File: config.mk
export PLATFORM = sky130hd
export DESIGN_NAME = stac_top
export DESIGN_NICKNAME = d
export VERILOG_FILES = /design/src/design/stac_pkg.sv /design/src/design/stac_top.sv /design/src/design/stac_trim_channel.sv
export SDC_FILE = /design/constraint.sdc
export NUM_CORES = 1
export LEC_CHECK = 0
export BUFFER_PORTS_ARGS = -buffer_cell sky130_fd_sc_hd__buf_2
export CELL_PAD_IN_SITES_DETAIL_PLACEMENT = 0
export CELL_PAD_IN_SITES_GLOBAL_PLACEMENT = 1
export CORE_MARGIN = 4
export CORE_UTILIZATION = 42
export CTS_BUF_LIST = sky130_fd_sc_hd__clkbuf_2
export DETAILED_ROUTE_END_ITERATION = 8
export GPL_TIMING_DRIVEN = 0
export HOLD_SLACK_MARGIN = 0.05
export PLACE_DENSITY_LB_ADDON = 0.1
export SETUP_SLACK_MARGIN = 0.4
export SLEW_MARGIN = 20
export SYNTH_ARGS = -nofsm -noshare
export SYNTH_HDL_FRONTEND = slang
export SYNTH_SLANG_ARGS = --single-unit
File: constraint.sdc
create_clock -name mclk -period 6.91 [get_ports mclk]
set_input_delay 1.382 -clock mclk [delete_from_list [all_inputs] [get_ports mclk]]
set_output_delay 1.382 -clock mclk [all_outputs]
set_load 0.005 [all_outputs]
File: src/design/stac_pkg.sv
// Shared constants and types for the supply trim and converter controller
package stac_pkg;
  localparam int NCH = 6;
  localparam int CODE_W = 8;
  localparam int RAW_W = 10;
  localparam int RES_W = 12;
  localparam int SEL_W = 3;
  localparam int NPROF = 4;
  localparam int SP_W = RES_W;
  // Result split: upper part and lower part; divide-by-three multiplier
  localparam int RES_HI_W = 8;
  localparam int RES_LO_W = 4;
  localparam int RES_HI_LSB = 4;
  localparam int ATT_MUL = 3;
  // Step of the presented code in millivolts
  localparam int RES_LSB_MV = 2;
  // Code reset values, bipolar zero, and code limits
  localparam logic [7:0] HOST_RST = 8'h80;
  localparam logic [7:0] TRIM_RST = 8'h80;
  localparam logic [7:0] CODE_MAX = 8'hFF;
  localparam logic [7:0] CODE_MIN = 8'h00;
  // Profile select encodings
  localparam logic [1:0] PROF0 = 2'h0;
  localparam logic [1:0] PROF1 = 2'h1;
  localparam logic [1:0] PROF2 = 2'h2;
  localparam logic [1:0] PROF3 = 2'h3;
  // Profile-0 source of each channel
  typedef enum logic [1:0] {
    MODE_PRESET = 2'h0,
    MODE_HOST = 2'h1,
    MODE_LOOP = 2'h2
  } stac_mode_e;
  // Converter sequencer states, Gray along idle, convert, store
  typedef enum logic [1:0] {
    ST_IDLE = 2'h0,
    ST_CONV = 2'h1,
    ST_STORE = 2'h3
  } stac_state_e;
  // Closed-loop update intervals
  localparam int CLK_MHZ = 50;
  localparam int RATE0_NS = 432000;
  localparam int RATE1_NS = 1060000;
  localparam int RATE2_NS = 8740000;
  localparam int RATE3_NS = 16900000;
  localparam int RATE0_CYC = RATE0_NS * CLK_MHZ / 1000;
  localparam int RATE1_CYC = RATE1_NS * CLK_MHZ / 1000;
  localparam int RATE2_CYC = RATE2_NS * CLK_MHZ / 1000;
  localparam int RATE3_CYC = RATE3_NS * CLK_MHZ / 1000;
  localparam int TMR_W = 20;
endpackage

File: src/design/stac_top.sv
// Converter sequencing, host measurement and six trim channels
`timescale 1ns/1ps
`default_nettype none
// Summary of operation
// - Attenuator before the converter selects divide by three or divide by one.
// - Host may request a measurement any time; request is always accepted.
// - Command steers the mux to the named input; result captured for readout.
// - Divide-by-three results are the raw 10-bit code times three.
// - Result is 12 bits, 8-bit upper and 4-bit lower; LSB is 2 mV.
// - The converter also serves closed-loop trim measurements.
// - Two shared profile-select pins choose one profile for all channels.
// - Active-low enable pin starts closed-loop trimming of loop-mode channels, in profile 0 only.
// - Select 00 gives profile 0, where each channel's mode picks its code.
// - Select 01 applies each channel's stored profile-1 code.
// - Select 11 applies each channel's stored profile-3 code.
// - Each of six channels drives an 8-bit DAC code.
// - Each channel holds four preset codes and two volatile codes.
// - Code goes through a mode selector then the shared profile selector.
// - Host-controlled channels in profile 0 apply the last host-loaded code.
// - Profiles 1, 2, 3 apply the matching preset; 10 selects profile 2.
// - Profile 0 modes: preset code, host-loaded code or closed-loop code.
// - Host-loaded code resets to 80H.
// - Loop update steps the code by polarity and sign; equal leaves it.
module stac_top #(
  parameter int unsigned RATE0_CYC = stac_pkg::RATE0_CYC,
  parameter int unsigned RATE1_CYC = stac_pkg::RATE1_CYC,
  parameter int unsigned RATE2_CYC = stac_pkg::RATE2_CYC,
  parameter int unsigned RATE3_CYC = stac_pkg::RATE3_CYC
) (
  input wire logic mclk,
  input wire logic arst_n,
  input wire logic [1:0] profile_select,
  input wire logic closed_loop_trim_enable_n,
  input wire logic meas_req,
  input wire logic [2:0] meas_sel,
  input wire logic meas_div3,
  output logic meas_busy,
  output logic meas_done,
  output logic [7:0] result_high,
  output logic [3:0] result_low,
  input wire logic [1:0] rate_sel,
  input wire logic loop_div3,
  input wire logic [11:0] mode_cfg,
  input wire logic [191:0] preset_code,
  input wire logic [71:0] setpoint,
  input wire logic [5:0] polarity,
  input wire logic host_we,
  input wire logic [2:0] host_ch,
  input wire logic [7:0] host_data,
  output logic adc_start,
  output logic [2:0] adc_mux_sel,
  output logic adc_div3,
  input wire logic adc_done,
  input wire logic [9:0] adc_code,
  output logic [47:0] dac_code,
  output logic loop_active
);
  logic [1:0] prof_s1_q;
  logic [1:0] prof_q;
  logic clt_s1_q;
  logic clt_n_q;
  logic loop_run;
  logic [19:0] tmr_q;
  logic [19:0] rate_lim;
  logic scan_q;
  logic [2:0] idx_q;
  logic idx_loop;
  logic host_pend_q;
  logic [2:0] host_sel_q;
  logic host_att_q;
  stac_pkg::stac_state_e state_q;
  logic own_host_q;
  logic start_q;
  logic [2:0] mux_q;
  logic att_q;
  logic [9:0] raw_q;
  logic [11:0] scaled;
  logic [11:0] sp_cur;
  logic host_grant;
  logic loop_grant;
  logic skip;
  logic store_loop;
  logic done_q;
  logic [7:0] res_hi_q;
  logic [3:0] res_lo_q;
  logic [5:0] step_vec;
  logic step_up;

  // Pin synchronisers for profile select and loop enable
  always_ff @(posedge mclk or negedge arst_n) begin
    if (!arst_n) begin
      prof_s1_q <= stac_pkg::PROF0;
      prof_q <= stac_pkg::PROF0;
      clt_s1_q <= 1'b1;
      clt_n_q <= 1'b1;
    end else begin
      prof_s1_q <= profile_select;
      prof_q <= prof_s1_q;
      clt_s1_q <= closed_loop_trim_enable_n;
      clt_n_q <= clt_s1_q;
    end
  end

  // Loop runs only with enable low and profile 0
  assign loop_run = !clt_n_q && prof_q == stac_pkg::PROF0;
  assign loop_active = loop_run;

  // Update interval chosen by rate select
  always_comb begin
    case (rate_sel)
      2'h1: rate_lim = RATE1_CYC[19:0];
      2'h2: rate_lim = RATE2_CYC[19:0];
      2'h3: rate_lim = RATE3_CYC[19:0];
      default: rate_lim = RATE0_CYC[19:0];
    endcase
  end

  // Interval timer, cleared to zero while the loop is stopped
  always_ff @(posedge mclk or negedge arst_n) begin
    if (!arst_n) begin
      tmr_q <= 20'h00000;
    end else if (!loop_run || tmr_q >= rate_lim - 20'h00001) begin
      tmr_q <= 20'h00000;
    end else begin
      tmr_q <= tmr_q + 20'h00001;
    end
  end

  // Current scanned channel and its setpoint
  assign idx_loop = mode_cfg[idx_q*2 +: 2] == stac_pkg::MODE_LOOP;
  assign sp_cur = setpoint[idx_q*12 +: 12];

  // Arbitration: host first, then the loop scan
  assign host_grant = state_q == stac_pkg::ST_IDLE && host_pend_q;
  assign loop_grant = state_q == stac_pkg::ST_IDLE && !host_pend_q
    && scan_q && loop_run && idx_loop;
  assign skip = state_q == stac_pkg::ST_IDLE && !host_pend_q
    && scan_q && loop_run && !idx_loop;
  assign store_loop = state_q == stac_pkg::ST_STORE && !own_host_q;

  // Scan of all channels once per interval, resumes where it paused
  always_ff @(posedge mclk or negedge arst_n) begin
    if (!arst_n) begin
      scan_q <= 1'b0;
      idx_q <= 3'h0;
    end else if (skip || store_loop) begin
      if (idx_q == 3'(stac_pkg::NCH - 1)) begin
        idx_q <= 3'h0;
        scan_q <= 1'b0;
      end else begin
        idx_q <= idx_q + 3'h1;
      end
    end else if (loop_run && tmr_q >= rate_lim - 20'h00001) begin
      scan_q <= 1'b1;
    end
  end

  // Host request latch; a new request wins over the grant
  always_ff @(posedge mclk or negedge arst_n) begin
    if (!arst_n) begin
      host_pend_q <= 1'b0;
      host_sel_q <= 3'h0;
      host_att_q <= 1'b0;
    end else if (meas_req) begin
      host_pend_q <= 1'b1;
      host_sel_q <= meas_sel;
      host_att_q <= meas_div3;
    end else if (host_grant) begin
      host_pend_q <= 1'b0;
    end
  end

  // Converter sequencer
  always_ff @(posedge mclk or negedge arst_n) begin
    if (!arst_n) begin
      state_q <= stac_pkg::ST_IDLE;
      own_host_q <= 1'b0;
      start_q <= 1'b0;
      mux_q <= 3'h0;
      att_q <= 1'b0;
      raw_q <= 10'h000;
    end else begin
      start_q <= 1'b0;
      case (state_q)
        stac_pkg::ST_IDLE: begin
          if (host_grant) begin
            own_host_q <= 1'b1;
            mux_q <= host_sel_q;
            att_q <= host_att_q;
            start_q <= 1'b1;
            state_q <= stac_pkg::ST_CONV;
          end else if (loop_grant) begin
            own_host_q <= 1'b0;
            mux_q <= idx_q;
            att_q <= loop_div3;
            start_q <= 1'b1;
            state_q <= stac_pkg::ST_CONV;
          end
        end
        stac_pkg::ST_CONV: begin
          if (adc_done && !start_q) begin
            raw_q <= adc_code;
            state_q <= stac_pkg::ST_STORE;
          end
        end
        stac_pkg::ST_STORE: begin
          state_q <= stac_pkg::ST_IDLE;
        end
        default: state_q <= stac_pkg::ST_IDLE;
      endcase
    end
  end

  // Scaling by the attenuation in use
  assign scaled = att_q ? 12'(raw_q) * 12'(stac_pkg::ATT_MUL)
    : {2'h0, raw_q};

  // Host readout registers
  always_ff @(posedge mclk or negedge arst_n) begin
    if (!arst_n) begin
      res_hi_q <= 8'h00;
      res_lo_q <= 4'h0;
      done_q <= 1'b0;
    end else begin
      done_q <= 1'b0;
      if (state_q == stac_pkg::ST_STORE && own_host_q) begin
        res_hi_q <= scaled[stac_pkg::RES_HI_LSB +: stac_pkg::RES_HI_W];
        res_lo_q <= scaled[stac_pkg::RES_LO_W-1:0];
        done_q <= 1'b1;
      end
    end
  end

  // Loop step: direction from sign and polarity, none when equal
  always_comb begin
    step_vec = 6'h00;
    step_up = (sp_cur > scaled) ^ polarity[idx_q];
    if (store_loop && sp_cur != scaled) begin
      step_vec[idx_q] = 1'b1;
    end
  end

  // Six channels sharing the profile select
  for (genvar c = 0; c < stac_pkg::NCH; c++) begin : g_ch
    stac_trim_channel u_ch (
      .mclk(mclk),
      .arst_n(arst_n),
      .profile(prof_q),
      .mode(mode_cfg[c*2 +: 2]),
      .presets(preset_code[c*32 +: 32]),
      .host_we(host_we && host_ch == 3'(c)),
      .host_data(host_data),
      .trim_step(step_vec[c]),
      .trim_up(step_up),
      .dac_code(dac_code[c*8 +: 8])
    );
  end

  assign adc_start = start_q;
  assign adc_mux_sel = mux_q;
  assign adc_div3 = att_q;
  assign meas_busy = host_pend_q || (state_q != stac_pkg::ST_IDLE
    && own_host_q);
  assign meas_done = done_q;
  assign result_high = res_hi_q;
  assign result_low = res_lo_q;

  accept_req_a: assert property (@(posedge mclk) disable iff (!arst_n)
    meas_req |=> host_pend_q || state_q == stac_pkg::ST_CONV)
    else $error("host request lost");
  mux_steer_a: assert property (@(posedge mclk) disable iff (!arst_n)
    host_grant |=> adc_start && adc_mux_sel == $past(host_sel_q)
    && adc_div3 == $past(host_att_q))
    else $error("mux not steered to host input");
  scale_three_a: assert property (@(posedge mclk) disable iff (!arst_n)
    meas_done && $past(att_q) |-> {result_high, result_low}
    == 12'($past(raw_q)) * 12'h003)
    else $error("divide by three result not scaled");
  result_split_a: assert property (@(posedge mclk) disable iff (!arst_n)
    meas_done && !$past(att_q) |-> {result_high, result_low}
    == {2'h0, $past(raw_q)})
    else $error("unscaled result wrong");
  loop_mux_a: assert property (@(posedge mclk) disable iff (!arst_n)
    loop_grant |=> adc_start && adc_mux_sel == $past(idx_q))
    else $error("loop conversion on wrong input");
  loop_gate_a: assert property (@(posedge mclk) disable iff (!arst_n)
    adc_start && !own_host_q |-> $past(loop_run))
    else $error("loop conversion while paused");
  no_overlap_a: assert property (@(posedge mclk) disable iff (!arst_n)
    adc_start |=> !adc_start [*2])
    else $error("conversions overlap");
  owner_done_a: assert property (@(posedge mclk) disable iff (!arst_n)
    state_q == stac_pkg::ST_STORE && !own_host_q |=> !meas_done)
    else $error("loop result shown to host");
  equal_hold_a: assert property (@(posedge mclk) disable iff (!arst_n)
    store_loop && sp_cur == scaled |-> step_vec == 6'h00)
    else $error("code stepped at equality");
  cv_host: cover property (@(posedge mclk) disable iff (!arst_n)
    meas_done && $past(att_q));
  cv_loop: cover property (@(posedge mclk) disable iff (!arst_n)
    store_loop && step_vec != 6'h00);
  cv_clash: cover property (@(posedge mclk) disable iff (!arst_n)
    meas_req && state_q == stac_pkg::ST_CONV && !own_host_q);
endmodule
`default_nettype wire

File: src/design/stac_trim_channel.sv
// One trim channel: code registers, mode and profile selectors, DAC code
`timescale 1ns/1ps
`default_nettype none
module stac_trim_channel (
  input wire logic mclk,
  input wire logic arst_n,
  input wire logic [1:0] profile,
  input wire logic [1:0] mode,
  input wire logic [31:0] presets,
  input wire logic host_we,
  input wire logic [7:0] host_data,
  input wire logic trim_step,
  input wire logic trim_up,
  output logic [7:0] dac_code
);
  logic [7:0] host_q;
  logic [7:0] trim_q;
  logic [7:0] mode_code;
  logic [7:0] dac_d;
  logic [7:0] dac_q;

  // Host-loaded volatile code
  always_ff @(posedge mclk or negedge arst_n) begin
    if (!arst_n) begin
      host_q <= stac_pkg::HOST_RST;
    end else if (host_we) begin
      host_q <= host_data;
    end
  end

  // Closed-loop code, saturating step
  always_ff @(posedge mclk or negedge arst_n) begin
    if (!arst_n) begin
      trim_q <= stac_pkg::TRIM_RST;
    end else if (trim_step) begin
      if (trim_up && trim_q != stac_pkg::CODE_MAX) begin
        trim_q <= trim_q + 8'h01;
      end else if (!trim_up && trim_q != stac_pkg::CODE_MIN) begin
        trim_q <= trim_q - 8'h01;
      end
    end
  end

  // Mode selector then profile selector
  always_comb begin
    case (mode)
      stac_pkg::MODE_HOST: mode_code = host_q;
      stac_pkg::MODE_LOOP: mode_code = trim_q;
      default: mode_code = presets[7:0];
    endcase
    case (profile)
      stac_pkg::PROF1: dac_d = presets[15:8];
      stac_pkg::PROF2: dac_d = presets[23:16];
      stac_pkg::PROF3: dac_d = presets[31:24];
      default: dac_d = mode_code;
    endcase
  end

  // Registered DAC code
  always_ff @(posedge mclk or negedge arst_n) begin
    if (!arst_n) begin
      dac_q <= stac_pkg::HOST_RST;
    end else begin
      dac_q <= dac_d;
    end
  end

  assign dac_code = dac_q;

  prof_high_a: assert property (@(posedge mclk) disable iff (!arst_n)
    profile == stac_pkg::PROF1 |=> dac_code == $past(presets[15:8]))
    else $error("profile 1 code not applied");
  prof_low_a: assert property (@(posedge mclk) disable iff (!arst_n)
    profile == stac_pkg::PROF3 |=> dac_code == $past(presets[31:24]))
    else $error("profile 3 code not applied");
  host_mode_a: assert property (@(posedge mclk) disable iff (!arst_n)
    host_we ##1 (profile == stac_pkg::PROF0 && mode == stac_pkg::MODE_HOST)
    |=> dac_code == $past(host_data, 2))
    else $error("host code not applied");
  trim_hold_a: assert property (@(posedge mclk) disable iff (!arst_n)
    !trim_step |=> trim_q == $past(trim_q))
    else $error("trim code moved without update");
endmodule
`default_nettype wire

# Yosys cells after proc, flatten, opt, wreduce, memory -nomap -nowiden
# Index checks and enable logic that the tools add are counted.
# classes
n_bitwise,1
n_mux,52
reduce_logical,71
mul,2
shifts,2
n_eq_ne,37
order_cmp,4
n_addsub,15
# op_table
cell,count
8-bit one-hot mux with 3 select lines,6
8-bit 2-to-1 mux,12
8-bit one-hot mux with 2 select lines,6
72-bit by 8-bit indexed part select with 12-bit output,1
20-bit one-hot mux with 3 select lines,1
"8-bit by 1-bit adder with 8-bit output, second input constant",6
"8-bit != test, second input constant",6
8-bit nonzero test,6
"8-bit by 1-bit subtractor with 8-bit output, second input constant",6
1-bit logical AND,32
"2-bit equality test, second input constant",12
"20-bit by 1-bit adder with 20-bit output, second input constant",1
20-bit >= comparator,1
20-bit 2-to-1 mux,1
2-bit AND reduction,10
2-bit nonzero test,10
"20-bit by 1-bit subtractor with 20-bit output, second input constant",1
"2-bit by 1-bit equality test with 1-bit output, second input constant",9
1-bit 2-to-1 mux,15
12-bit greater-than comparator,1
"10-bit by 2-bit multiplier with 12-bit output, second input constant",1
12-bit 2-to-1 mux,1
12-bit != test,1
12-bit by 5-bit indexed part select with 2-bit output,1
21 further kinds,37
# totals
inputBits,318
elab_cells,221
regBits,210
output_inout_bits,68

# Longest topological paths before layout
# depth
ltp_word,8
mapped_depth,24
depth_no_buf,24

# Modules after synthesis
# A second synthesis with hierarchy kept.
# unflattened
hier_cells,1219
area_unflattened_um2,13725.7
# modules_own_cells
mod,cells_per_inst,n_inst,area_each_um2,seq_area_each_um2
stac_trim_channel at g_ch[0].u_ch ...,126,5,1498.9,604.3
stac_top,463,1,4733.3,1654.1
stac_trim_channel at g_ch[5].u_ch,126,1,1497.7,604.3

# Least setup slack after synthesis
# No wires, ideal clock.
# synth_path
path_type,reg2reg
from,register raw_q[1]
to,register g_ch[0].u_ch.trim_q[6]
period_less_slack_ns,5.566
stages_incl_launch_ff,23
t_arrival_ns,5.441
path_slack_ns,1.344
setup_ns,0.125
required_ns,6.785
n_path_buf,0
cell_sequence,dfrtp_1 > ha_1 > fa_1 > a21o_1 > a21oi_1 > o21bai_1 > a2111o_1 > nand2_1 > xnor2_1 > a21boi_0 > ha_1 > nand4_1 > a2111o_1 > and3b_2 > nor3_2 > o21ai_0 > fa_1 > a21o_1 > a21o_1 > a21o_1 > a21oi_1 > xnor2_1 > mux2_4
# synth_via
elab_chain_len,8
elab_cells_between_ends,13
cone_classes,1 x mul; 1 x order compare; 1 x eq/ne; 3 x mux; 1 x bitwise; 6 x reduce/logical
# synth_lines
element,line,text
from (decl),stac_top.sv:76,logic [9:0] raw_q;
from (signal assigned),stac_top.sv:202,raw_q <= adc_code;
10-bit by 2-bit multiplier with 12-bit output,stac_top.sv:215,assign scaled = att_q ? 12'(raw_q) * 12'(stac_pkg::ATT_MUL)
12-bit 2-to-1 mux *,stac_top.sv:215,
12-bit greater-than comparator,stac_top.sv:237,step_up = (sp_cur > scaled) ^ polarity[idx_q];
1-bit XOR,stac_top.sv:237,
1-bit logical NOT,stac_trim_channel.sv:38,end else if (!trim_up && trim_q != stac_pkg::CODE_MIN) begin
1-bit logical AND,stac_trim_channel.sv:38,
2-bit nonzero test (no line),-,
2-bit AND reduction (no line),-,
to (signal assigned),stac_trim_channel.sv:34,trim_q <= stac_pkg::TRIM_RST;
to (signal assigned),stac_trim_channel.sv:37,trim_q <= trim_q + 8'h01;
to (signal assigned),stac_trim_channel.sv:39,trim_q <= trim_q - 8'h01;
to (decl),stac_trim_channel.sv:17,logic [7:0] trim_q;
# Every way passes the cells marked *; elsewhere a longest branch is shown, timed or not.
# A chain may end at the register's enable or synchronous reset.

# Worst setup path after layout
# layout_path
from,register raw_q[1]
to,register g_ch[5].u_ch.trim_q[6]
# layout_via
elab_chain_len,8
elab_cells_between_ends,13
cone_classes,1 x mul; 1 x order compare; 1 x eq/ne; 3 x mux; 1 x bitwise; 6 x reduce/logical
# layout_lines
element,line
10-bit by 2-bit multiplier with 12-bit output,stac_top.sv:215
12-bit 2-to-1 mux *,stac_top.sv:215
12-bit greater-than comparator,stac_top.sv:237
1-bit XOR,stac_top.sv:237
1-bit logical NOT,stac_trim_channel.sv:38
1-bit logical AND,stac_trim_channel.sv:38
2-bit nonzero test (no line),-
2-bit AND reduction (no line),-
to (signal assigned),stac_trim_channel.sv:34
to (signal assigned),stac_trim_channel.sv:37
to (signal assigned),stac_trim_channel.sv:39
to (decl),stac_trim_channel.sv:17
# Marks and branches as above.

==> run summary <==
Status: finished, final reports clean
IO Port Bufs: 383
Hold Startpoint: prof_s1_q[1]
CTS tree: built
Synth Area per Inst: 11.4 um2
P&R area growth vs syn: 22.6%
Layout cells sized above 1: 42.0%
Final GP Congestion: 0.841
Worst hold path class: flip-flop to flip-flop
Core region area: 31700 um2
Clock sink total: 210
Synthesized cell area: 13600 um2
Min-Delay Path Depth: 0
Area share of the largest cell type after synthesis: 35.1%
Distinct cells, synth: 78
Kind of critical path: flip-flop to flip-flop
Max-cap violation count: 0
Pin count of the biggest net entering global routing: 89
Dpl cells: 1980
CTS root buffer: clkbuf_2
Vias in the first global route: 11.8k
CP Launch Type: flip-flop
Critical path endpoint category: flip-flop
Design Area, Final: 16600 um2
Hold EP: prof_q[1]
Tot Pwr: 5.92 mW
Worst reg2reg path endpoint: g_ch[5].u_ch.trim_q[6]
Placed cell areas: 16100 um2
DR WL/cell: 20.7 um
Final antenna-violating net count: 0
Lkg Pwr: 8.33 nW
Synth Flop Type: dfrtp_1
GR Overflow Total: 0
EDFF count, synth: 0
WP data required: 7660 ps
Synth warn: 0
Comb power frac: 57.4%
Sequential Power Share: 27.3%
F_max: 0.165 GHz
GR Util All Layers: 24.2%
Syn Nets: 1612
Wirelength, routed: 43300 um
Detailed-placement wirelength estimate: 33800 um
Skew-Pair Late Insertion Delay: 920 ps
Worst R2R Setup Slack: 840 ps
Die area: 35200 um2
Inserted Clock Buffers: 59
Max_slew headroom: 26.8%
Reg2Reg Launch Point: raw_q[1]
Setup TNS Final: 0 ps
Clock power frac: 15.4%
Top-count cell post-synth: dfrtp_1
Initial Util: 42.8%
Unrepaired setup endpoints after global routing: no
Post-Layout Cell Count: 2093
Antenna violations before repair: 6
Internal Power: 3.34 mW
Ports: 386
Leading cell types by total area after synthesis: dfrtp_1 (35%), mux4_2 (9.5%), ha_1 (8.7%), mux2_2 (6.3%), dfstp_2 (3.9%)
First DRT Iteration DRCs: 534
Max H-tree Level: 2
Max Root-Sink Buffers: 3
Die height: 188 um
Mapped Cells: 1193
Switching power total: 2.58 mW
Iteration count of the initial detailed-routing pass: 5
Die width: 188 um
Count of final setup violators: 0
Worst-path maximum fanout: 7
Pwr dens: 356 nW/um2
Slew Limit Fails: 0
Routed vias: 11.3k
Worst path arrival time: 6830 ps
Reg2reg path depth: 25
#FFs+latches synth: 210
# rows: 65
First-pass GRT wire length: 66900 um
Final period util: 87.9%
Sw Share: 43.6%
List of most frequent post-synthesis cells: dfrtp_1 (190), nand2_1 (110), ha_1 (94)
Worst Tran Pin Value: 1100 ps
Sequential-to-total area share from yosys stat: 38.9%
Fraction of registers with async set/reset: 100%
Final Core Density: 52.4%
Max VDD drop: 0.185 mV
Final #Nets: 2062
Post-layout minimum cycle time: 6070 ps
Vias per cell: 5.39
Endpoints failing hold: 0
Post-synth top area cell: dfrtp_1
Clock transition at path regs: 110 ps
Max Clock Skew: 81.4 ps
Number of remaining DRC errors: 0
cell type report:
class	count	area [um2]
inverters	43	161
diodes	2	5.00
plain buffers	51	220
well taps	402	503
flip-flops and latches	210	5280
repair buffers	389	2010
clock inverters	18	77.6
clock buffers	89	445
fillers	2987	15100
multi-input cells	889	7920
flip-flops by register name, summed over array words and instances, names as in the netlist, 3 cells and up:
signal / flops
raw_q: 10
tmr_q: 20
host_sel_q: 3
adc_mux_sel: 3
g_ch.u_ch.trim_q: 48
result_low: 4
g_ch.u_ch.dac_code: 48
idx_q: 3
result_high: 8
g_ch.u_ch.host_q: 48
worst max-delay path: stages (launching register included):
cell and delay [ps]:
dfrtp_1 460, ha_1 240, fa_1 420, a21o_1 200
a21oi_1 220, o21bai_1 140, a2111o_1 450, nand2_1 90
xnor2_1 160, a21boi_0 170, ha_1 380, and4_2 220
a221oi_2 400, a21oi_1 210, nor3_4 230, buf_4 140
buf_4 120, nand2_1 200, fa_1 470, a21o_1 190
a21o_1 200, nand2_1 70, nand2_1 50, a21oi_1 170
xnor2_1 80, mux2_4 250
layer usage:
metal | up-vias | track usage, % | part of all wire [%]
met5 | - | 0 | 0.081
met4 | 6 | 7.59 | 2.7
met3 | 82 | 5.71 | 6.0
met2 | 347 | 39.6 | 48
met1 | 5457 | 32.0 | 44
li1 | 5385 | - | -
power groups by stage:
stage	Combinational, mW	Clock (mW)	Sequential, mW
global route	3.79	1.02	1.65
detailed placement	3.30	0	1.64
global placement	3.24	0	1.64
CTS	3.33	0.956	1.62
floorplan	2.48	0	1.60
finish	3.40	0.909	1.62
through the flow:
step | setup slack (ps) | hold slack (ps)
final | 837 | 355
after global routing | 444 | 360
after CTS | 406 | 303
after detailed placement | -46.9 | 340
after global placement | 24.3 | 338
after floorplan | 1340 | 331
placed cells by master, fill, tap and decap left out, drive strengths merged, types with 4 or more instances in the layout:
| master | synthesis | final |
|---|---|---|
| o21bai | 4 | 4 |
| dfrtp | 190 | 190 |
| ha | 94 | 94 |
| clkbuf | 31 | 121 |
| o22ai | 10 | 10 |
| a21oi | 38 | 38 |
| and4 | 5 | 5 |
| nor2b | 5 | 5 |
| nor4 | 12 | 12 |
| nor3 | 14 | 14 |
| a221oi | 4 | 4 |
| a21o | 29 | 29 |
| dfstp | 20 | 20 |
| a22oi | 49 | 49 |
| nand2b | 5 | 5 |
| nand3 | 11 | 11 |
| o21ai | 77 | 77 |
| nand4 | 25 | 25 |
| nand2 | 110 | 110 |
| or2 | 7 | 7 |
| o211ai | 5 | 5 |
| buf | 20 | 408 |
| a31oi | 6 | 6 |
| and3 | 7 | 7 |
| mux4 | 57 | 57 |
| mux2i | 36 | 36 |
| fa | 7 | 7 |
| nor2 | 54 | 54 |
| xor2 | 34 | 34 |
| mux2 | 108 | 108 |
| xnor2 | 32 | 32 |
| inv | 43 | 43 |
| or3 | 4 | 4 |
| clkinv | 0 | 18 |
how the worst max path moves through the flow:
stage | startpoint | to | slack, ps | cells after the start
after global placement | idx_q[0] | g_ch[0].u_ch.trim_q[7] | 20 | 23
after global routing | raw_q[1] | g_ch[5].u_ch.trim_q[7] | 440 | 25
after detailed placement | idx_q[0] | g_ch[0].u_ch.trim_q[7] | -50 | 22
after floorplan | raw_q[1] | g_ch[0].u_ch.trim_q[6] | 1340 | 22
final | raw_q[1] | g_ch[5].u_ch.trim_q[6] | 840 | 25
after CTS | idx_q[0] | g_ch[4].u_ch.trim_q[6] | 410 | 22
timing repair:
item / CTS / global route
gates resized for setup: 2 / 4
pin swaps: 0 / 1
setup buffers: 0 / 4
setup endpoints to repair: 9 / 16
hold buffers: 0 / 0
kinds of logic after synthesis:
| group | share of synthesized area (%) |
|---|---|
| adders and majority gates | 9.71 |
| muxes | 22.4 |
| and+or+nand+nor | 9.86 |
| xor gates and xnor gates | 4.26 |
| DFF | 38.9 |
| buffers and inverters | 2.78 |
| AOI/OAI and AO/OA | 12.1 |
(Power assumes the default switching activity.)
